<file path="config.mk">
export PLATFORM = sky130hd
export DESIGN_NAME = pwt_top
export DESIGN_NICKNAME = d
export VERILOG_FILES = /design/src/pwt_pkg.sv /design/src/pwt_channel.sv /design/src/pwt_top.sv
export SDC_FILE = /design/constraint.sdc
export NUM_CORES = 1
export LEC_CHECK = 0
export BUFFER_PORTS_ARGS = -buffer_cell sky130_fd_sc_hd__buf_4
export CAP_MARGIN = 20
export CORE_AREA = 3 3 227 229
export CTS_CLUSTER_DIAMETER = 60
export DETAILED_ROUTE_END_ITERATION = 10
export DIE_AREA = 0 0 230 232
export GPL_TIMING_DRIVEN = 0
export HOLD_SLACK_MARGIN = 0.15
export PLACE_DENSITY = 0.44
export SETUP_SLACK_MARGIN = 0.4
export SLEW_MARGIN = 20
export SYNTH_ARGS = -nofsm -noshare
export SYNTH_HDL_FRONTEND = slang
export SYNTH_SLANG_ARGS = --single-unit
</file>
<file path="constraint.sdc">
create_clock -name clk -period 9.7 [get_ports clk]
set_input_delay 0.97 -clock clk [delete_from_list [all_inputs] [get_ports clk]]
set_output_delay 0.97 -clock clk [all_outputs]
set_load 0.05 [all_outputs]
</file>
<file path="src/pwt_pkg.sv">
// Constants and types shared by the PWM timer block
package pwt_pkg;
  // ****************************************
  // Register map
  // ****************************************
  localparam int DW   = 16;
  localparam int NCH  = 2;
  localparam int NPIN = 3;
  localparam logic [4:0] ADDR_START  = 5'h00;
  localparam logic [4:0] ADDR_CFG    = 5'h01;
  localparam logic [4:0] ADDR_EVMASK = 5'h02;
  localparam logic [4:0] ADDR_STATUS = 5'h03;
  localparam logic [1:0] CH0_REGION  = 2'h1;
  localparam logic [1:0] CH1_REGION  = 2'h2;
  localparam logic [2:0] OFF_CNT     = 3'h0;
  localparam logic [2:0] OFF_GR_A    = 3'h1;
  localparam logic [2:0] OFF_GR_D    = 3'h4;
  localparam logic [2:0] OFF_OUTCFG  = 3'h5;
  // ****************************************
  // Field positions
  // ****************************************
  localparam int START_RUN_LSB  = 0;
  localparam int START_SEL_LSB  = 2;
  localparam int CFG_SRC_LSB    = 0;
  localparam int CFG_EDGE_LSB   = 3;
  localparam int CFG_CUT_EN_BIT = 5;
  localparam int CFG_EXTCLK_BIT = 6;
  localparam int OUT_EN_LSB     = 0;
  localparam int OUT_ACT_LSB    = 3;
  localparam int OUT_INIT_LSB   = 6;
  localparam int STAT_RUN_LSB   = 0;
  localparam int STAT_CUT_BIT   = 2;
  localparam int STAT_HALF_BIT  = 3;
  localparam int STAT_HS_OK_BIT = 4;
  // ****************************************
  // Reset values and encodings
  // ****************************************
  localparam logic [15:0] RST_CNT    = 16'h0000;
  localparam logic [15:0] RST_GR     = 16'hFFFF;
  localparam logic [8:0]  RST_OUTCFG = 9'h038;
  localparam logic [7:0]  RST_EVMASK = 8'h00;
  localparam logic [4:0]  RST_PRESC  = 5'h00;
  localparam logic [1:0]  EDGE_RISE  = 2'h0;
  localparam logic [1:0]  EDGE_FALL  = 2'h1;
  localparam logic [1:0]  OSC_LE32   = 2'h0;
  localparam logic [1:0]  OSC_48     = 2'h1;
  localparam logic [1:0]  OSC_64     = 2'h2;
  typedef enum logic [2:0] {
    SRC_DIV1  = 3'b000,
    SRC_DIV2  = 3'b001,
    SRC_DIV4  = 3'b010,
    SRC_DIV8  = 3'b011,
    SRC_DIV32 = 3'b100,
    SRC_HSOSC = 3'b101,
    SRC_EXT   = 3'b110
  } pwt_src_t;
endpackage

</file>
<file path="src/pwt_channel.sv">
// One PWM timer channel: counter, four compares, three pulse pins
`timescale 1ns/10ps
module pwt_channel (
  input  wire logic        clk,
  input  wire logic        rst_n,
  input  wire logic        tick,
  input  wire logic        run,
  input  wire logic        stop_sel,
  input  wire logic        ld_cnt,
  input  wire logic [15:0] ld_val,
  input  wire logic [15:0] gr_a,
  input  wire logic [15:0] gr_b,
  input  wire logic [15:0] gr_c,
  input  wire logic [15:0] gr_d,
  input  wire logic [2:0]  pin_en,
  input  wire logic [2:0]  act_hi,
  input  wire logic [2:0]  init_lvl,
  input  wire logic        cutoff,
  output logic      [15:0] cnt,
  output logic      [3:0]  match,
  output logic             ovf,
  output logic             stop_req,
  output logic      [2:0]  pin_o,
  output logic      [2:0]  pin_oe
);
  typedef struct packed {
    logic [15:0] cnt;
    logic [2:0]  lvl;
    logic        was_run;
    logic [3:0]  match;
    logic        ovf;
    logic        stop_req;
    logic [2:0]  pin_o;
    logic [2:0]  pin_oe;
  } pwt_ch_state_t;

  pwt_ch_state_t q;
  pwt_ch_state_t d;
  logic [3:0][15:0] gr;
  logic             at_a;
  logic             step;

  assign gr   = {gr_d, gr_c, gr_b, gr_a};
  assign at_a = (q.cnt == gr_a);
  // Stop request blocks a second step at the period match before start clears
  assign step = run && q.was_run && tick && !ld_cnt && !q.stop_req;

  // ****************************************
  // Counting and pin levels
  // ****************************************
  always_comb begin
    d          = q;
    d.match    = 4'h0;
    d.ovf      = 1'b0;
    d.stop_req = 1'b0;
    d.was_run  = run;
    if (run && !q.was_run) begin
      d.lvl = init_lvl;
    end
    if (ld_cnt) begin
      d.cnt = ld_val;
    end else if (step) begin
      for (int h = 0; h < 4; h++) begin
        if (q.cnt == gr[h]) begin
          d.match[h] = 1'b1;
        end
      end
      if (at_a) begin
        d.cnt = pwt_pkg::RST_CNT;
        d.lvl = ~act_hi;
        if (!stop_sel) begin
          d.cnt      = q.cnt;
          d.stop_req = 1'b1;
        end
      end else begin
        d.cnt = q.cnt + 16'h0001;
        d.ovf = &q.cnt;
        for (int j = 0; j < 3; j++) begin
          if (q.cnt == gr[j+1]) begin
            d.lvl[j] = act_hi[j];
          end
        end
      end
    end
    // Cut off pins float so the external pull sets the safe level
    d.pin_oe = pin_en & {3{!cutoff}};
    d.pin_o  = cutoff ? 3'h0 : d.lvl;
  end

  always_ff @(posedge clk or negedge rst_n) begin
    if (!rst_n) begin
      q <= '0;
    end else begin
      q <= d;
    end
  end

  assign cnt      = q.cnt;
  assign match    = q.match;
  assign ovf      = q.ovf;
  assign stop_req = q.stop_req;
  assign pin_o    = q.pin_o;
  assign pin_oe   = q.pin_oe;
endmodule

</file>
<file path="src/pwt_top.sv">
// Two-channel PWM timer with register port, count source and pin logic
`timescale 1ns/10ps
// Function
// - Flag request on counter match with any of four compares, and on overflow.
// - Counter reads return the live count without disturbing it.
// - Software write to the counter loads that value.
// - One to three PWM pins per channel, each enabled on its own.
// - Active level high or low chosen per pin.
// - Level driven before counting chosen per pin.
// - Enabled cutoff input on the shared interrupt pin forces pins to cutoff.
// - Compare-match events reach the event link to start conversions.
// - B, C, D pins each chosen as port pin or pulse output.
// - Channel 0 A pin is port pin or external clock, edge selectable.
// - Oscillator count source only usable when frequency select bit is 1.
// - Internal clock is half oscillator at 64 or 48 MHz, else equal.
// - Counter works with count source up to 64 MHz.
// - Period m+1 counts; pin active m-n counts, inactive n+1 counts.
// - Writing 1 to a start bit begins counting on that channel.
// - Stop select 1: clearing start holds pins; 0: stops at period match.
module pwt_top (
  input  wire logic        clk,
  input  wire logic        arst_n,
  input  wire logic [4:0]  addr,
  input  wire logic [15:0] wr_data,
  input  wire logic        wr_en,
  input  wire logic        rd_en,
  output logic      [15:0] rd_data,
  input  wire logic        ch0_a_pin,
  input  wire logic        ext_irq0_pin,
  input  wire logic        osc_freq_select_bit,
  input  wire logic [1:0]  osc_freq_code,
  input  wire logic        timer_periph_enable,
  output logic      [5:0]  pwm_o,
  output logic      [5:0]  pwm_oe,
  output logic      [1:0]  irq_req,
  output logic             adc_trig,
  output logic             internal_hs_half
);
  typedef struct packed {
    logic [2:0]            ext_s;
    logic [1:0]            cut_s;
    logic [1:0]            pen_s;
    logic [5:0]            opt_s;
    logic [4:0]            presc;
    logic [1:0]            start;
    logic [1:0]            stop_sel;
    logic [2:0]            src;
    logic [1:0]            edge_sel;
    logic                  cut_en;
    logic                  extclk;
    logic [7:0]            evmask;
    logic [1:0][3:0][15:0] gr;
    logic [1:0][8:0]       outcfg;
    logic [15:0]           rdata;
    logic                  tick;
    logic [1:0]            irq;
    logic                  adc;
    logic                  cutoff;
    logic                  ihs_half;
  } pwt_top_state_t;

  // ****************************************
  // Reset release
  // ****************************************
  logic [1:0] rst_sync_q;
  logic       rst_n;

  always_ff @(posedge clk or negedge arst_n) begin
    if (!arst_n) begin
      rst_sync_q <= 2'h0;
    end else begin
      rst_sync_q <= {rst_sync_q[0], 1'b1};
    end
  end
  assign rst_n = rst_sync_q[1];

  pwt_top_state_t q;
  pwt_top_state_t d;

  logic [15:0] ch_cnt   [2];
  logic [3:0]  ch_match [2];
  logic        ch_ovf   [2];
  logic        ch_stop  [2];
  logic [2:0]  ch_pin_o [2];
  logic [2:0]  ch_pin_oe[2];
  logic [1:0]  ld_cnt;
  logic        ch_hit;
  logic        ch_idx;
  logic [2:0]  off;
  logic [1:0]  gr_idx;
  logic        ext_rise;
  logic        ext_fall;
  logic        ext_edge;
  logic        hs_ok;
  logic        src_tick;

  assign ch_hit = (addr[4:3] == pwt_pkg::CH0_REGION) || (addr[4:3] == pwt_pkg::CH1_REGION);
  assign ch_idx = (addr[4:3] == pwt_pkg::CH1_REGION);
  assign off    = addr[2:0];
  assign gr_idx = 2'(off - pwt_pkg::OFF_GR_A);
  assign ld_cnt[0] = wr_en && addr[4:3] == pwt_pkg::CH0_REGION && off == pwt_pkg::OFF_CNT;
  assign ld_cnt[1] = wr_en && addr[4:3] == pwt_pkg::CH1_REGION && off == pwt_pkg::OFF_CNT;

  // ****************************************
  // Count source
  // ****************************************
  assign ext_rise = q.ext_s[1] && !q.ext_s[2];
  assign ext_fall = !q.ext_s[1] && q.ext_s[2];
  assign hs_ok    = q.opt_s[5];

  always_comb begin
    if (q.edge_sel == pwt_pkg::EDGE_RISE) begin
      ext_edge = ext_rise;
    end else if (q.edge_sel == pwt_pkg::EDGE_FALL) begin
      ext_edge = ext_fall;
    end else begin
      ext_edge = ext_rise || ext_fall;
    end
    case (pwt_pkg::pwt_src_t'(q.src))
      pwt_pkg::SRC_DIV1:  src_tick = 1'b1;
      pwt_pkg::SRC_DIV2:  src_tick = q.presc[0];
      pwt_pkg::SRC_DIV4:  src_tick = &q.presc[1:0];
      pwt_pkg::SRC_DIV8:  src_tick = &q.presc[2:0];
      pwt_pkg::SRC_DIV32: src_tick = &q.presc;
      pwt_pkg::SRC_HSOSC: src_tick = hs_ok;
      pwt_pkg::SRC_EXT:   src_tick = q.extclk && ext_edge;
      default:            src_tick = 1'b0;
    endcase
  end

  // ****************************************
  // Registers and control
  // ****************************************
  always_comb begin
    d       = q;
    d.ext_s = {q.ext_s[1], q.ext_s[0], ch0_a_pin};
    d.cut_s = {q.cut_s[0], ext_irq0_pin};
    d.pen_s = {q.pen_s[0], timer_periph_enable};
    d.opt_s = {q.opt_s[2:0], osc_freq_select_bit, osc_freq_code};
    d.presc = q.presc + 5'h01;
    // Enable off stops counting; clock switch order is software's job
    d.tick     = src_tick && q.pen_s[1];
    d.cutoff   = q.cut_en && !q.cut_s[1];
    d.ihs_half = (q.opt_s[4:3] == pwt_pkg::OSC_64) || (q.opt_s[4:3] == pwt_pkg::OSC_48);
    for (int i = 0; i < 2; i++) begin
      d.irq[i] = |ch_match[i] || ch_ovf[i];
      if (ch_stop[i]) begin
        d.start[i] = 1'b0;
      end
    end
    d.adc = |({ch_match[1], ch_match[0]} & q.evmask);
    // Software write comes last so a start written with a stop wins
    if (wr_en) begin
      if (addr == pwt_pkg::ADDR_START) begin
        d.start    = wr_data[pwt_pkg::START_RUN_LSB +: 2];
        d.stop_sel = wr_data[pwt_pkg::START_SEL_LSB +: 2];
      end else if (addr == pwt_pkg::ADDR_CFG) begin
        d.src      = wr_data[pwt_pkg::CFG_SRC_LSB +: 3];
        d.edge_sel = wr_data[pwt_pkg::CFG_EDGE_LSB +: 2];
        d.cut_en   = wr_data[pwt_pkg::CFG_CUT_EN_BIT];
        d.extclk   = wr_data[pwt_pkg::CFG_EXTCLK_BIT];
      end else if (addr == pwt_pkg::ADDR_EVMASK) begin
        d.evmask = wr_data[7:0];
      end else if (ch_hit && off >= pwt_pkg::OFF_GR_A && off <= pwt_pkg::OFF_GR_D) begin
        d.gr[ch_idx][gr_idx] = wr_data;
      end else if (ch_hit && off == pwt_pkg::OFF_OUTCFG) begin
        d.outcfg[ch_idx] = wr_data[8:0];
      end
    end
    d.rdata = 16'h0000;
    if (rd_en) begin
      if (addr == pwt_pkg::ADDR_START) begin
        d.rdata[pwt_pkg::START_RUN_LSB +: 2] = q.start;
        d.rdata[pwt_pkg::START_SEL_LSB +: 2] = q.stop_sel;
      end else if (addr == pwt_pkg::ADDR_CFG) begin
        d.rdata[pwt_pkg::CFG_SRC_LSB +: 3]  = q.src;
        d.rdata[pwt_pkg::CFG_EDGE_LSB +: 2] = q.edge_sel;
        d.rdata[pwt_pkg::CFG_CUT_EN_BIT]    = q.cut_en;
        d.rdata[pwt_pkg::CFG_EXTCLK_BIT]    = q.extclk;
      end else if (addr == pwt_pkg::ADDR_EVMASK) begin
        d.rdata[7:0] = q.evmask;
      end else if (addr == pwt_pkg::ADDR_STATUS) begin
        d.rdata[pwt_pkg::STAT_RUN_LSB +: 2] = q.start;
        d.rdata[pwt_pkg::STAT_CUT_BIT]      = q.cutoff;
        d.rdata[pwt_pkg::STAT_HALF_BIT]     = q.ihs_half;
        d.rdata[pwt_pkg::STAT_HS_OK_BIT]    = hs_ok;
      end else if (ch_hit && off == pwt_pkg::OFF_CNT) begin
        d.rdata = ch_cnt[ch_idx];
      end else if (ch_hit && off >= pwt_pkg::OFF_GR_A && off <= pwt_pkg::OFF_GR_D) begin
        d.rdata = q.gr[ch_idx][gr_idx];
      end else if (ch_hit && off == pwt_pkg::OFF_OUTCFG) begin
        d.rdata[8:0] = q.outcfg[ch_idx];
      end
    end
  end

  always_ff @(posedge clk or negedge rst_n) begin
    if (!rst_n) begin
      q          <= '0;
      q.presc    <= pwt_pkg::RST_PRESC;
      q.evmask   <= pwt_pkg::RST_EVMASK;
      q.gr       <= {8{pwt_pkg::RST_GR}};
      q.outcfg   <= {2{pwt_pkg::RST_OUTCFG}};
    end else begin
      q <= d;
    end
  end

  // ****************************************
  // Channels
  // ****************************************
  for (genvar i = 0; i < 2; i++) begin : g_ch
    pwt_channel u_ch (
      .clk      (clk),
      .rst_n    (rst_n),
      .tick     (q.tick),
      .run      (q.start[i]),
      .stop_sel (q.stop_sel[i]),
      .ld_cnt   (ld_cnt[i]),
      .ld_val   (wr_data),
      .gr_a     (q.gr[i][0]),
      .gr_b     (q.gr[i][1]),
      .gr_c     (q.gr[i][2]),
      .gr_d     (q.gr[i][3]),
      .pin_en   (q.outcfg[i][pwt_pkg::OUT_EN_LSB +: 3]),
      .act_hi   (q.outcfg[i][pwt_pkg::OUT_ACT_LSB +: 3]),
      .init_lvl (q.outcfg[i][pwt_pkg::OUT_INIT_LSB +: 3]),
      .cutoff   (q.cutoff),
      .cnt      (ch_cnt[i]),
      .match    (ch_match[i]),
      .ovf      (ch_ovf[i]),
      .stop_req (ch_stop[i]),
      .pin_o    (ch_pin_o[i]),
      .pin_oe   (ch_pin_oe[i])
    );
    assign pwm_o[3*i +: 3]  = ch_pin_o[i];
    assign pwm_oe[3*i +: 3] = ch_pin_oe[i];
  end

  assign rd_data          = q.rdata;
  assign irq_req          = q.irq;
  assign adc_trig         = q.adc;
  assign internal_hs_half = q.ihs_half;
endmodule

</file>
# --- After elaboration in Yosys (flattened, before gate mapping) ---
# Cells that the tools add are included.
totals:
  ff_bits: 271
  input_bits: 31
  elab_cells: 240
classes:
  add_sub_neg: 4
  n_lt_le_gt_ge: 7
  eq_ne: 25
  muxes: 88
  n_bitwise: 10
  reduce_logical: 61
op_table:
  columns: ["op", "count"]
  rows:
  - ["$mux 16", 16]
  - ["$mux 64", 3]
  - ["$mux 165", 1]
  - ["$mux 161", 1]
  - ["$mux 154", 1]
  - ["$mux 146", 1]
  - ["$bwmux 128", 1]
  - ["$eq 16x16->1", 8]
  - ["$mux 128", 1]
  - ["$mux 19", 4]
  - ["$demux 64 s1", 1]
  - ["$mux 9", 6]
  - ["$mux 18", 2]
  - ["$add 16x1->16 const B", 2]
  - ["$bmux 16 s2", 1]
  - ["$demux 16 s2", 1]
  - ["$reduce_and 16->1", 2]
  - ["$logic_and 1x1->1", 25]
  - ["$mux 1", 24]
  - ["$mux 6", 4]
  - ["$mux 8", 3]
  - ["$mux 7", 3]
  - ["$bwmux 18", 1]
  - ["$mux 3", 6]
  - ["other kinds (41)", 77]

# --- Longest topological paths before layout ---
# Gate-level depths: netlist (run 1).
logic_depth:
  depth_word: 17
  ltp_mapped: 15
  ltp_nobuf: 8

# --- By module ---
# From an unflattened synthesis (run 1), not the netlist that was laid out.
hier_totals:
  hier_cells: 1299
  hier_area_um2: 15551.2
modules_own_cells:
  columns: ["module", "instances", "cells_each", "area_each_um2", "seq_area_each_um2"]
  rows:
  - ["pwt_top", 1, 711, 10176.0, 5347.6]
  - ["pwt_channel", 2, 294, 2687.6, 800.8]

# --- Least setup slack after synthesis (run 1) ---
# OpenSTA, ideal clock, no wires.
synth_path:
  kind: "input -> register"
  startpoint: "in addr[0]"
  endpoint: "reg q, in the netlist rd_data[7]"
  setup_ps: 128
  arrival_ps: 3541
  required_ps: 9572
  setup_slack_ps: 6031
  cell_stages: 12
  path_buffers: 5
  cell_sequence: "buf_6 -> buf_2 -> buf_1 -> inv_1 -> ha_1 -> buf_2 -> buf_1 -> mux4_2 -> mux2i_1 -> o221ai_1 -> a32oi_1 -> nor3_1"
synth_rtl:
  columns: ["element", "line", "text"]
  rows:
  - ["start: declaration", "pwt_top.sv:23", "input wire logic [4:0] addr,"]
  - ["end: declaration", "pwt_top.sv:77", "pwt_top_state_t q;"]

==> run summary, run 1 <==
GLOBAL ROUTING
----------------------------------------------------------------------------------------
Overall fraction of global-route tracks in use ............................        19.1%
Via count of the first global-routing pass ................................        10700
Total congestion overflow after global routing ............................            0
Maximum number of pins on one net before global-route repair ..............           52
First-pass GRT wire length ................................................      74.9 mm
Antenna violations before repair ..........................................            2

CRITICAL PATH
----------------------------------------------------------------------------------------
R2r worst-path depth ......................................................            8
Critical path cell sequence ............................................... buf_4 > buf_6 > buf_2 > buf_1 > inv_1 > ha_1 > buf_2 > buf_1 > mux4_2 > mux2i_1 > o221ai_1 > a32oi_1 > nor3_1
Buf+Inv Stages, Crit Path .................................................            7
Launch instance of the worst register-to-register path .................... g_ch[1].u_ch.cnt[8]$_DFFE_PN0P_
Required time at the worst-slack endpoint .................................     10.12 ns
Crit path largest cell delay ..............................................      0.63 ns
CP delay by family, top ................................................... buffers and inverters
Critical path type ........................................................       in2reg
Stages on the worst setup path ............................................           13
Crit. Startpoint ..........................................................      addr[0]
Worst R2R End ............................................................. g_ch[1].u_ch.cnt[11]$_DFFE_PN0P_
Minimum setup slack among reg-to-reg paths ................................      6.86 ns
Highest net fanout along the worst path ...................................           10
Startpoint type of the worst setup path ................................... primary input
Arrival time of data at the critical path endpoint ........................      5.12 ns
Timing endpoint of the critical path ...................................... rd_data[7]$_DFF_PN0_
Worst Setup End Kind ......................................................    flip-flop
Cell with the largest stage delay on the worst path ....................... sky130_fd_sc_hd__buf_1

JOB
----------------------------------------------------------------------------------------
Count of max-cap constraint violations ....................................            0

SYNTH
----------------------------------------------------------------------------------------
Syn_area_per_cell .........................................................     11.7 um2
Number of different library cells in the post-synthesis netlist ...........           67
Sequential fraction of the synthesis area .................................        46.6%
Share of synthesized flip-flops with an asynchronous set or reset .........         100%
Flip-flop and latch count after synthesis .................................          271
Top cells by area in the synthesized netlist .............................. sky130_fd_sc_hd__dfstp_2 (24%), sky130_fd_sc_hd__dfrtp_1 (23%), sky130_fd_sc_hd__mux2_2 (10%)
Ys Warns ..................................................................            0
Count of flip-flops with a built-in enable after synthesis ................            0
Top_reg_cell synth ........................................................ sky130_fd_sc_hd__dfrtp_1
Post-Syn Area .............................................................    14900 um2
Largest area contributor in the netlist ................................... sky130_fd_sc_hd__dfstp_2
Share of the synthesized area in the top cell type ........................        23.6%
Mapped Nets ...............................................................         1316
Post-Synthesis Cells ......................................................         1271

STA
----------------------------------------------------------------------------------------
Worst-case clock skew .....................................................    0.0229 ns
Fin worst setup slack .....................................................      5.00 ns
Setup violators final .....................................................            0
RSZ-0062 raised after global routing ......................................           no
Number of hold-slack violations in the final timing report ................            0
Worst max-slew margin expressed relative to the limit .....................        30.9%
Fin crit period ...........................................................      4.70 ns
Final period utilization ..................................................        48.5%
Upper clock frequency limit ...............................................      213 MHz
Worst slew pin tran .......................................................      1.04 ns
Final-report max-slew violation count .....................................            0

LAYOUT
----------------------------------------------------------------------------------------
Util after Layout .........................................................        35.5%
Area overhead of the layout relative to synthesis .........................        18.5%
Multi-input gate area .....................................................     7160 um2
Fraction of layout cells with a size suffix above 1 .......................        39.1%
Number of fill cells ......................................................         5022
Commonest non-fill, non-tap cells in the layout ........................... sky130_fd_sc_hd__mux2_2 (136), sky130_fd_sc_hd__dfrtp_1 (136), sky130_fd_sc_hd__dfstp_2 (134), sky130_fd_sc_hd__xnor2_1 (98), sky130_fd_sc_hd__buf_4 (88)
Area of all sequential standard cells .....................................     6950 um2
Number of inserted diodes .................................................            0
NumNets Final .............................................................         1416

CTS
----------------------------------------------------------------------------------------
Setup bufs post-CTS .......................................................            0
TritonCTS clock tree ......................................................        built
Number of CTS-inserted buffers ............................................           38
Max Buffers Root-to-Sink ..................................................            3
Clock-pin transition on the worst setup and hold timing paths .............      0.05 ns
Sink Count ................................................................          271
Clock tree root buffer cell ............................................... sky130_fd_sc_hd__clkbuf_16
Max H-tree Level ..........................................................            2
Clock Latency Late Sink ...................................................      0.56 ns
Number of gates resized after CTS .........................................            0
Hold buffer count at CTS ..................................................            0

OUTCOME
----------------------------------------------------------------------------------------
Run status ................................................................ finished, final reports clean

MIN PATH
----------------------------------------------------------------------------------------
Min-delay worst type ......................................................     in2async

DRT
----------------------------------------------------------------------------------------
DRT antenna net count .....................................................            0
Number of remaining DRC errors ............................................            0
Sum of routed wire length over all layers .................................      50.7 mm
Number of DRC violations after detailed-routing iteration 0 ...............          834
Number of search-and-repair iterations in the first detailed-routing pass .            5
Detail-routed via count per cell ..........................................         5.04
Mean routed wirelength per cell ...........................................      24.5 um
Via count of the routed design ............................................        10400

FLOORPLANNING
----------------------------------------------------------------------------------------
Area of the placeable core ................................................    49900 um2
Die outline height ........................................................       232 um
Std-Cell Rows .............................................................           82
Ports placed on the boundary ..............................................           63
Total Die Area ............................................................    53400 um2
Chip width ................................................................       230 um
Effective utilization at floorplan ........................................        29.9%

PWR
----------------------------------------------------------------------------------------
Leakage power of the design ...............................................      7.31 nW
Cell Int Power ............................................................      2.92 mW
Relative contribution of sequential cells to total power ..................        39.0%
Part of the power in the clock network ....................................        35.9%
Peak supply drop ..........................................................     0.121 mV
Cell area power density ...................................................   239 nW/um2
Proportion of power drawn by combinational gates ..........................        25.1%
Switching power as a share of total power .................................        31.0%
Switch Pwr ................................................................      1.31 mW

PLACE
----------------------------------------------------------------------------------------
Worst slack at placement ..................................................      4.55 ns
DP HPWL ...................................................................      38.4 mm
Global placer's final weighted congestion .................................        0.878
Port Buffer Count .........................................................           55

stage by stage:
step           power [mW]  hold slack, ns  instance area [um2]  std cells  TNS [ns]
2_1_floorplan        2.35           0.331                14900       1271         0
3_3_place_gp         2.71           0.335                16200       1998   -291.43
3_5_place_dp         2.72           0.313                16300       2003         0
4_1_cts              4.28           0.157                17700       2072         0
5_1_grt              4.42           0.171                17700       2072         0
6_report             4.23           0.195                17700       2072         0
cells by family (layout without fill, tap and decap cells):
family | after synthesis | count (layout) | synth area share, %
mux | 242 | 242 | 21.0
buf+inv | 155 | 284 | 5.42
simple gates | 287 | 287 | 10.4
flops | 271 | 271 | 46.6
other cells | 1 | 1 | 0.0251
fa+ha+maj | 14 | 14 | 1.17
xor+xnor | 133 | 133 | 7.81
compound gates | 168 | 168 | 7.60
worst reg2reg max path: stages, from the launching register on:
cell                       delay (ns)
sky130_fd_sc_hd__dfrtp_1         0.32
sky130_fd_sc_hd__clkbuf_1        0.54
sky130_fd_sc_hd__xor2_1          0.14
sky130_fd_sc_hd__nor4_1          0.45
sky130_fd_sc_hd__nand4_1         0.23
sky130_fd_sc_hd__or2_2           0.34
sky130_fd_sc_hd__clkbuf_1        0.27
sky130_fd_sc_hd__and3_1          0.27
sky130_fd_sc_hd__o22a_1          0.17
power groups by stage:
| stage | logic [mW] | registers (mW) | clock network (mW) |
|---|---|---|---|
| 6_report | 1.06 | 1.65 | 1.52 |
| 5_1_grt | 1.14 | 1.67 | 1.60 |
| 3_3_place_gp | 1.03 | 1.68 | 0 |
| 3_5_place_dp | 1.06 | 1.67 | 0 |
| 2_1_floorplan | 0.766 | 1.58 | 0 |
| 4_1_cts | 1.06 | 1.65 | 1.56 |
area by class of cell:
| class | count | share of cell area [%] |
|---|---|---|
| repair buffers | 60 | 3.11 |
| clock inverters | 18 | 1.62 |
| well taps | 672 | 4.76 |
| multi-input cells | 845 | 40.5 |
| inverters | 26 | 0.552 |
| clock buffers | 51 | 6.12 |
| flip-flops and latches | 271 | 39.3 |
| plain buffers | 129 | 4.02 |
synth_stat cells (all sizes together), types with 13 or more instances:
master	instances
dfstp	134
nand4	30
mux2i	45
clkbuf	40
mux4	31
inv	26
mux2	166
nand2	56
nand3	33
ha	14
nor4	18
nor2	55
a21oi	36
and3	16
xor2	35
buf	89
o21ai	39
xnor2	98
nor3	19
nor2b	13
dfrtp	137
worst min-delay path by stage:
stage	end	slack, ns	cells past startpoint
2_1_floorplan	d[204]$_DFF_PN0_	0.33	0
3_3_place_gp	q[195]$_DFF_PN0_	0.34	0
3_5_place_dp	g_ch[0].u_ch.cnt[11]$_DFFE_PN0P_	0.31	0
4_1_cts	rst_sync_q[1]$_DFF_PN0_	0.16	1
5_1_grt	rst_sync_q[1]$_DFF_PN0_	0.17	1
6_report	rst_sync_q[1]$_DFF_PN0_	0.19	1
routing by layer:
layer / track usage, % / vias up / routed length, um / share of wire [%]
met5: 0 / - / 0 / 0
met3: 2.80 / 86 / 2390 / 4.7
met4: 8.24 / 0 / 2070 / 4.1
li1: - / 4749 / - / -
met2: 30.5 / 298 / 23700 / 47
met1: 25.7 / 5311 / 22500 / 44
Note: power is estimated with default switching activity, not from simulation.
==> run 2: changes to the inputs <==
clock period = 4.8 ns   (was 9.7 ns; I/O delays follow)
==> run 2 against run 1 <==
Against the previous run:
- clock skew is 0.0073 ns higher
- non-clock buffer count is 7 higher
- clock power is 88% higher
- largest cell class unchanged
- sequential power is 100% higher
- sequential share of layout area is 0.084 points higher
- utilization is 0.075 points lower
- first-iteration DRC count is 4.4% higher
- total power is 98% higher
==> run summary, run 2 (same netlist as run 1, synthesis figures left out) <==
LAYOUT
----------------------------------------------------------------------------------------
Fraction of layout cells with a size suffix above 1 .......................        38.8%   -0.36 points
NumNets Final .............................................................         1424   +0.56%
Number of fill cells ......................................................         5049   +0.54%
Area overhead of the layout relative to synthesis .........................        18.3%
Non-filler instance count after layout ....................................         2081   +0.43%
Layout Cell Area excl Fill ................................................    17600 um2   -0.21%
Commonest non-fill, non-tap cells in the layout ........................... sky130_fd_sc_hd__mux2_2 (136), sky130_fd_sc_hd__dfrtp_1 (136), sky130_fd_sc_hd__dfstp_2 (134), sky130_fd_sc_hd__xnor2_1 (98), sky130_fd_sc_hd__buf_4 (88)
Util after Layout .........................................................        35.4%   -0.075 points

PWR
----------------------------------------------------------------------------------------
Relative contribution of sequential cells to total power ..................        39.8%   +0.8 points
Leakage power of the design ...............................................      7.28 nW   -0.39%
Proportion of power drawn by combinational gates ..........................        25.9%   +0.8 points
Cell Int Power ............................................................      5.67 mW   +94%
Part of the power in the clock network ....................................        34.3%   -1.6 points
Switching power as a share of total power .................................        32.1%   +1.2 points
Switch Pwr ................................................................      2.69 mW   +110%
Peak supply drop ..........................................................     0.206 mV   +70%
Total power after layout ..................................................      8.36 mW   +98%
Cell area power density ...................................................   474 nW/um2   +98%

PLACE
----------------------------------------------------------------------------------------
DP HPWL ...................................................................      38.4 mm   about the same
Area after DPL ............................................................    16300 um2   about the same
Instance count after placement with tap cells included ....................         2003   unchanged
Global placer's final weighted congestion .................................        0.894   +1.8%
Port Buffer Count .........................................................           55   unchanged
Worst slack at placement ..................................................    0.0207 ns   -4.53 ns

STA
----------------------------------------------------------------------------------------
Fin worst setup slack .....................................................     0.758 ns   -4.24 ns
Number of hold-slack violations in the final timing report ................            0   unchanged
Worst max-slew margin expressed relative to the limit .....................        31.7%   +0.72 points
Final-report max-slew violation count .....................................            0   unchanged
RSZ-0062 raised after global routing ......................................           no
Setup violators final .....................................................            0   unchanged
Worst-case clock skew .....................................................    0.0303 ns   +0.00734 ns
Worst slew pin tran .......................................................      1.03 ns   -0.0108 ns
Worst hold-check slack ....................................................     0.195 ns   +0.000106 ns
Upper clock frequency limit ...............................................      247 MHz
Fin crit period ...........................................................      4.04 ns
Summed negative setup slack over all endpoints ............................         0 ns   unchanged
Final period utilization ..................................................        84.2%

CTS
----------------------------------------------------------------------------------------
Max H-tree Level ..........................................................            2   unchanged
Clock-pin transition on the worst setup and hold timing paths .............      0.05 ns   about the same
Max Buffers Root-to-Sink ..................................................            3   unchanged
Clock Latency Late Sink ...................................................      0.56 ns   about the same
Clock tree root buffer cell ............................................... sky130_fd_sc_hd__clkbuf_16
Number of CTS-inserted buffers ............................................           39   +2.6%
Sink Count ................................................................          271   unchanged
TritonCTS clock tree ......................................................        built

CRITICAL PATH
----------------------------------------------------------------------------------------
Required time at the worst-slack endpoint .................................      5.21 ns   -4.91 ns
Worst Setup End Kind ......................................................    flip-flop
Critical path type ........................................................       in2reg
Arrival time of data at the critical path endpoint ........................      4.45 ns   -0.67 ns
Minimum setup slack among reg-to-reg paths ................................      1.95 ns   -4.91 ns
Highest net fanout along the worst path ...................................           10   unchanged
Startpoint type of the worst setup path ................................... primary input

DRT
----------------------------------------------------------------------------------------
Number of search-and-repair iterations in the first detailed-routing pass .            5   unchanged
Mean routed wirelength per cell ...........................................      24.6 um   +0.43%
DRT antenna net count .....................................................            0   unchanged
Sum of routed wire length over all layers .................................      51.1 mm   +0.87%
Number of DRC violations after detailed-routing iteration 0 ...............          871   +4.4%
Detail-routed via count per cell ..........................................         5.08   +0.87%
Number of remaining DRC errors ............................................            0   unchanged
Via count of the routed design ............................................        10600   +1.3%

JOB
----------------------------------------------------------------------------------------
Count of max-cap constraint violations ....................................            0   unchanged

GLOBAL ROUTING
----------------------------------------------------------------------------------------
First-pass GRT wire length ................................................      75.8 mm   +1.2%
Antenna violations before repair ..........................................            4   +2
Via count of the first global-routing pass ................................        10800   +0.56%
Maximum number of pins on one net before global-route repair ..............           55   +5.8%
Overall fraction of global-route tracks in use ............................        19.3%   +0.20 points
Total congestion overflow after global routing ............................            0   unchanged

FLOORPLANNING
----------------------------------------------------------------------------------------
Total Die Area ............................................................    53400 um2   unchanged
Chip width ................................................................       230 um   unchanged
Ports placed on the boundary ..............................................           63   unchanged
Die outline height ........................................................       232 um   unchanged
Area of the placeable core ................................................    49900 um2   unchanged
Effective utilization at floorplan ........................................        29.9%   unchanged
Std-Cell Rows .............................................................           82   unchanged

OUTCOME
----------------------------------------------------------------------------------------
Run status ................................................................ finished, final reports clean

MIN PATH
----------------------------------------------------------------------------------------
Min-delay worst type ......................................................       in2reg

[run 2: cell types whose count changed in the layout (fill, tap and decap cells not counted), moves of 2 or more]
cell / before / now
sky130_fd_sc_hd__dlygate4sd3_1: 0 / 7
sky130_fd_sc_hd__bufinv_16: 7 / 3
sky130_fd_sc_hd__clkbuf_1: 47 / 51
sky130_fd_sc_hd__clkinv_2: 5 / 3
[run 2: cell type report]
class	instances	area (um2)	share of cell area (%)
Multi-Input combinational cell	845	7160	40.6
Sequential cell	271	6950	39.4
Clock buffer	54	1070	6.08
Tap cell	672	841	4.77
Buffer	129	712	4.04
Timing Repair Buffer	67	613	3.48
Clock inverter	16	193	1.09
Inverter	26	97.6	0.553
Antenna cell	1	2.50	0.0142
[run 2: routing by layer]
metal	global-route usage, %	vias to the layer above	share of wire (%)
met5	0	-	0
met4	7.19	0	3.3
met3	2.67	83	4.3
met2	31.3	289	47
met1	26.2	5428	45
li1	-	4781	-
[run 2: worst paths after layout]
path	start	cells past startpoint	end
worst max-delay path	addr[0]	13	rd_data[7]$_DFF_PN0_
worst min-delay path	rd_en	3	rd_data[0]$_DFF_PN0_
worst max register to register	g_ch[1].u_ch.cnt[8]$_DFFE_PN0P_	7	g_ch[1].u_ch.pin_o[2]$_DFF_PN0_
min in group asynchronous	arst_n	2	rst_sync_q[0]$_DFF_PN0_
max in group asynchronous	rst_sync_q[1]$_DFF_PN0_	2	async pin
worst min register to register	rst_sync_q[1]$_DFF_PN0_	0	g_ch[0].u_ch.cnt[10]$_DFFE_PN0P_
[run 2: worst max-delay path, cell delays in order]
cell,delay (ns)
sky130_fd_sc_hd__buf_4,0.12
sky130_fd_sc_hd__buf_6,0.18
sky130_fd_sc_hd__buf_2,0.37
sky130_fd_sc_hd__buf_1,0.59
sky130_fd_sc_hd__inv_1,0.20
sky130_fd_sc_hd__ha_1,0.32
sky130_fd_sc_hd__buf_2,0.30
sky130_fd_sc_hd__clkbuf_2,0.41
sky130_fd_sc_hd__mux4_2,0.41
sky130_fd_sc_hd__mux2i_1,0.39
sky130_fd_sc_hd__o221ai_1,0.21
sky130_fd_sc_hd__a32oi_1,0.34
sky130_fd_sc_hd__nor3_1,0.10
[run 2: timing repair]
item | 4_1_cts | 5_1_grt
hold buffers | 7 | 0
buffers inserted | 0 | 0
gates resized for setup | 0 | 1
endpoints found under the setup margin | 0 | 1
endpoints found under the hold margin | 8 | 0
[run 2: power groups by stage]
| stage | clock network [mW] | logic (mW) | registers (mW) |
|---|---|---|---|
| floorplan | 0 | 1.55 | 3.20 |
| global placement | 0 | 2.09 | 3.40 |
| detailed placement | 0 | 2.15 | 3.37 |
| CTS | 2.95 | 2.16 | 3.33 |
| global route | 3.03 | 2.33 | 3.38 |
| finish | 2.86 | 2.17 | 3.33 |
==> run 3: changes to the inputs <==
PLACE_DENSITY = 0.45   (was 0.44)
clock period = 3.6 ns   (was 4.8 ns; I/O delays follow)
==> run 3 against run 2 <==
Against the previous run:
- non-clock buffer count rose by 12
- setup slack worse by 0.23 ns
- total power is 36% higher
- first-iteration DRC count is 7.5% lower
- global-route usage down 0.086 points
- clock-buffer cell count unchanged
- via count fell by 0.29%
- sequential share of layout area shrank 0.55 points
- largest cell class unchanged
==> run summary, run 3 (same netlist as run 1, synthesis figures left out) <==
FLOORPLANNING
----------------------------------------------------------------------------------------
Die outline height ........................................................       232 um   unchanged
Effective utilization at floorplan ........................................        29.9%   unchanged
Total Die Area ............................................................    53400 um2   unchanged
Ports placed on the boundary ..............................................           63   unchanged
Area of the placeable core ................................................    49900 um2   unchanged
Chip width ................................................................       230 um   unchanged
Std-Cell Rows .............................................................           82   unchanged

DRT
----------------------------------------------------------------------------------------
Number of remaining DRC errors ............................................            0   unchanged
Detailed route wirelength on metal2 .......................................      24.6 mm   +1.3%
DRT antenna net count .....................................................            0   unchanged
Detail-routed via count per cell ..........................................         5.05   -0.77%
Number of DRC violations after detailed-routing iteration 0 ...............          806   -7.5%
Highest routed layer ......................................................         met4
Number of search-and-repair iterations in the first detailed-routing pass .            7   +2
Total met3 wirelength after detailed routing ..............................      2.22 mm   +1.7%
Sum of routed wire length over all layers .................................      50.9 mm   -0.46%
Mean routed wirelength per cell ...........................................      24.3 um   -0.94%
Sum of routed wire segments on met1 .......................................      22.6 mm   -1.5%
Via count of the routed design ............................................        10600   -0.29%

OUTCOME
----------------------------------------------------------------------------------------
Run status ................................................................ finished, final reports clean

STA
----------------------------------------------------------------------------------------
Final-report max-slew violation count .....................................            0   unchanged
Worst-case clock skew .....................................................    0.0210 ns   -0.00929 ns
RSZ-0062 raised after global routing ......................................           no
Final period utilization ..................................................        85.5%
Worst hold-check slack ....................................................     0.237 ns   +0.0423 ns
Setup violators final .....................................................            0   unchanged
Fin crit period ...........................................................      3.08 ns
Worst slew pin tran .......................................................      1.08 ns   +0.0534 ns
Summed negative setup slack over all endpoints ............................         0 ns   unchanged
Number of hold-slack violations in the final timing report ................            0   unchanged
Upper clock frequency limit ...............................................      325 MHz
Worst max-slew margin expressed relative to the limit .....................        27.4%   -4.2 points

LAYOUT
----------------------------------------------------------------------------------------
NumNets Final .............................................................         1435   +0.77%
Util after Layout .........................................................        35.9%   +0.50 points
Number of inserted diodes .................................................            0   -1
Layout Cell Area excl Fill ................................................    17900 um2   +1.4%
Number of fill cells ......................................................         4984   -1.3%
Fraction of layout cells with a size suffix above 1 .......................        39.3%   +0.47 points
Area overhead of the layout relative to synthesis .........................        20.0%
Commonest non-fill, non-tap cells in the layout ........................... sky130_fd_sc_hd__mux2_2 (136), sky130_fd_sc_hd__dfrtp_1 (136), sky130_fd_sc_hd__dfstp_2 (134), sky130_fd_sc_hd__xnor2_1 (98), sky130_fd_sc_hd__buf_4 (91)

JOB
----------------------------------------------------------------------------------------
Count of max-cap constraint violations ....................................            0   unchanged

GLOBAL ROUTING
----------------------------------------------------------------------------------------
Total congestion overflow after global routing ............................            0   unchanged
Overall fraction of global-route tracks in use ............................        19.2%   -0.086 points
First-pass GRT wire length ................................................      75.9 mm   about the same
Via count of the first global-routing pass ................................        10800   +0.15%
Antenna violations before repair ..........................................            0   -4
Maximum number of pins on one net before global-route repair ..............           53   -3.6%

CRITICAL PATH
----------------------------------------------------------------------------------------
Worst Setup End Kind ......................................................    flip-flop
Arrival time of data at the critical path endpoint ........................      3.54 ns   -0.91 ns
Crit. Startpoint ..........................................................      addr[0]
Minimum setup slack among reg-to-reg paths ................................      0.75 ns   -1.20 ns
R2r worst-path depth ......................................................            8   +1
Critical path type ........................................................       in2reg
Highest net fanout along the worst path ...................................           10   unchanged
Launch instance of the worst register-to-register path .................... g_ch[1].u_ch.cnt[8]$_DFFE_PN0P_
Startpoint type of the worst setup path ................................... primary input
Worst R2R End ............................................................. g_ch[1].u_ch.cnt[11]$_DFFE_PN0P_
Required time at the worst-slack endpoint .................................      4.07 ns   -1.14 ns

CTS
----------------------------------------------------------------------------------------
TritonCTS clock tree ......................................................        built
Clock Latency Late Sink ...................................................      0.56 ns   about the same
Number of CTS-inserted buffers ............................................           38   -2.6%
Setup bufs post-CTS .......................................................            0   unchanged
Clock-pin transition on the worst setup and hold timing paths .............      0.05 ns   about the same
Sink Count ................................................................          271   unchanged
Max H-tree Level ..........................................................            2   unchanged
Max Buffers Root-to-Sink ..................................................            3   unchanged
Clock tree root buffer cell ............................................... sky130_fd_sc_hd__clkbuf_16

MIN PATH
----------------------------------------------------------------------------------------
Startpoint of the lowest-slack hold path ..................................      addr[3]
Min-delay worst type ......................................................       in2reg

PWR
----------------------------------------------------------------------------------------
Cell area power density ...................................................   635 nW/um2   +34%
Peak supply drop ..........................................................     0.332 mV   +61%
Leakage power of the design ...............................................      7.40 nW   +1.6%

PLACE
----------------------------------------------------------------------------------------
Global placer's final weighted congestion .................................        0.864   -3.4%
Area after DPL ............................................................    16300 um2   about the same
Port Buffer Count .........................................................           55   unchanged
DP HPWL ...................................................................      38.4 mm   -0.12%

run 3: changes by cell type in the layout (fill, tap and decap cells not counted), sizes merged:
cell         before  now
diode             1    0
clkinvlp          2    1
dlygate4sd3       7   18
bufinv            3    6
clkinv            7    4
buf             148  149
run 3: metal layers:
| metal | global-route usage [%] | vias up |
|---|---|---|
| li1 | - | 4786 |
| met5 | 0 | - |
| met1 | 25.9 | 5377 |
| met4 | 6.20 | 0 |
| met2 | 31.9 | 316 |
| met3 | 2.53 | 71 |
run 3: worst max-delay path, cell delays in order:
cell                      delay [ns]
sky130_fd_sc_hd__buf_4          0.12
sky130_fd_sc_hd__buf_6          0.18
sky130_fd_sc_hd__buf_4          0.27
sky130_fd_sc_hd__buf_4          0.25
sky130_fd_sc_hd__inv_1          0.10
sky130_fd_sc_hd__ha_1           0.20
sky130_fd_sc_hd__buf_2          0.18
sky130_fd_sc_hd__nor2b_1        0.25
sky130_fd_sc_hd__nor3_4         0.11
sky130_fd_sc_hd__and3_1         0.18
sky130_fd_sc_hd__buf_2          0.16
sky130_fd_sc_hd__nand3_1        0.39
sky130_fd_sc_hd__buf_2          0.39
sky130_fd_sc_hd__mux2_2         0.38
run 3: timing repair:
action / 4_1_cts / 5_1_grt
hold buffers: 18 / 0
endpoints found under the setup margin: 162 / 91
hold endpoints to repair: 46 / 0
gates resized for setup: 8 / 8
run 3: power by group:
group / leakage [nW] / switching, mW / internal [mW]
registers: 3.16 / 0.563 / 3.87
clock network: 0.659 / 1.47 / 2.57
logic: 3.58 / 1.50 / 1.38
total: 7.40 / 3.54 / 7.83
run 3: worst min-delay path by stage:
stage / endpoint / depth (start not counted) / slack [ns]
2_1_floorplan: rst_sync_q[0]$_DFF_PN0_ / 0 / 0.06
3_3_place_gp: rst_sync_q[0]$_DFF_PN0_ / 1 / 0.14
3_5_place_dp: rst_sync_q[0]$_DFF_PN0_ / 1 / 0.14
4_1_cts: rd_data[2]$_DFF_PN0_ / 4 / 0.20
5_1_grt: rd_data[2]$_DFF_PN0_ / 4 / 0.24
6_report: rd_data[2]$_DFF_PN0_ / 4 / 0.24
run 3: final cells by class:
| class | count | area (um2) | area share, % |
|---|---|---|---|
| repair buffers | 79 | 736 | 4.11 |
| well taps | 672 | 841 | 4.70 |
| flip-flops and latches | 271 | 6950 | 38.9 |
| clock inverters | 15 | 243 | 1.36 |
| plain buffers | 129 | 724 | 4.05 |
| inverters | 26 | 97.6 | 0.545 |
| clock buffers | 54 | 1100 | 6.16 |
| multi-input cells | 845 | 7190 | 40.2 |
run 3: stage by stage:
stage	cells	power [mW]	worst slack, ns
floorplan	1271	6.32	0.541
global placement	1998	7.29	-0.978
detailed placement	2004	7.33	-0.988
CTS	2091	11.5	0.425
global route	2091	11.9	0.395
finish	2091	11.4	0.524
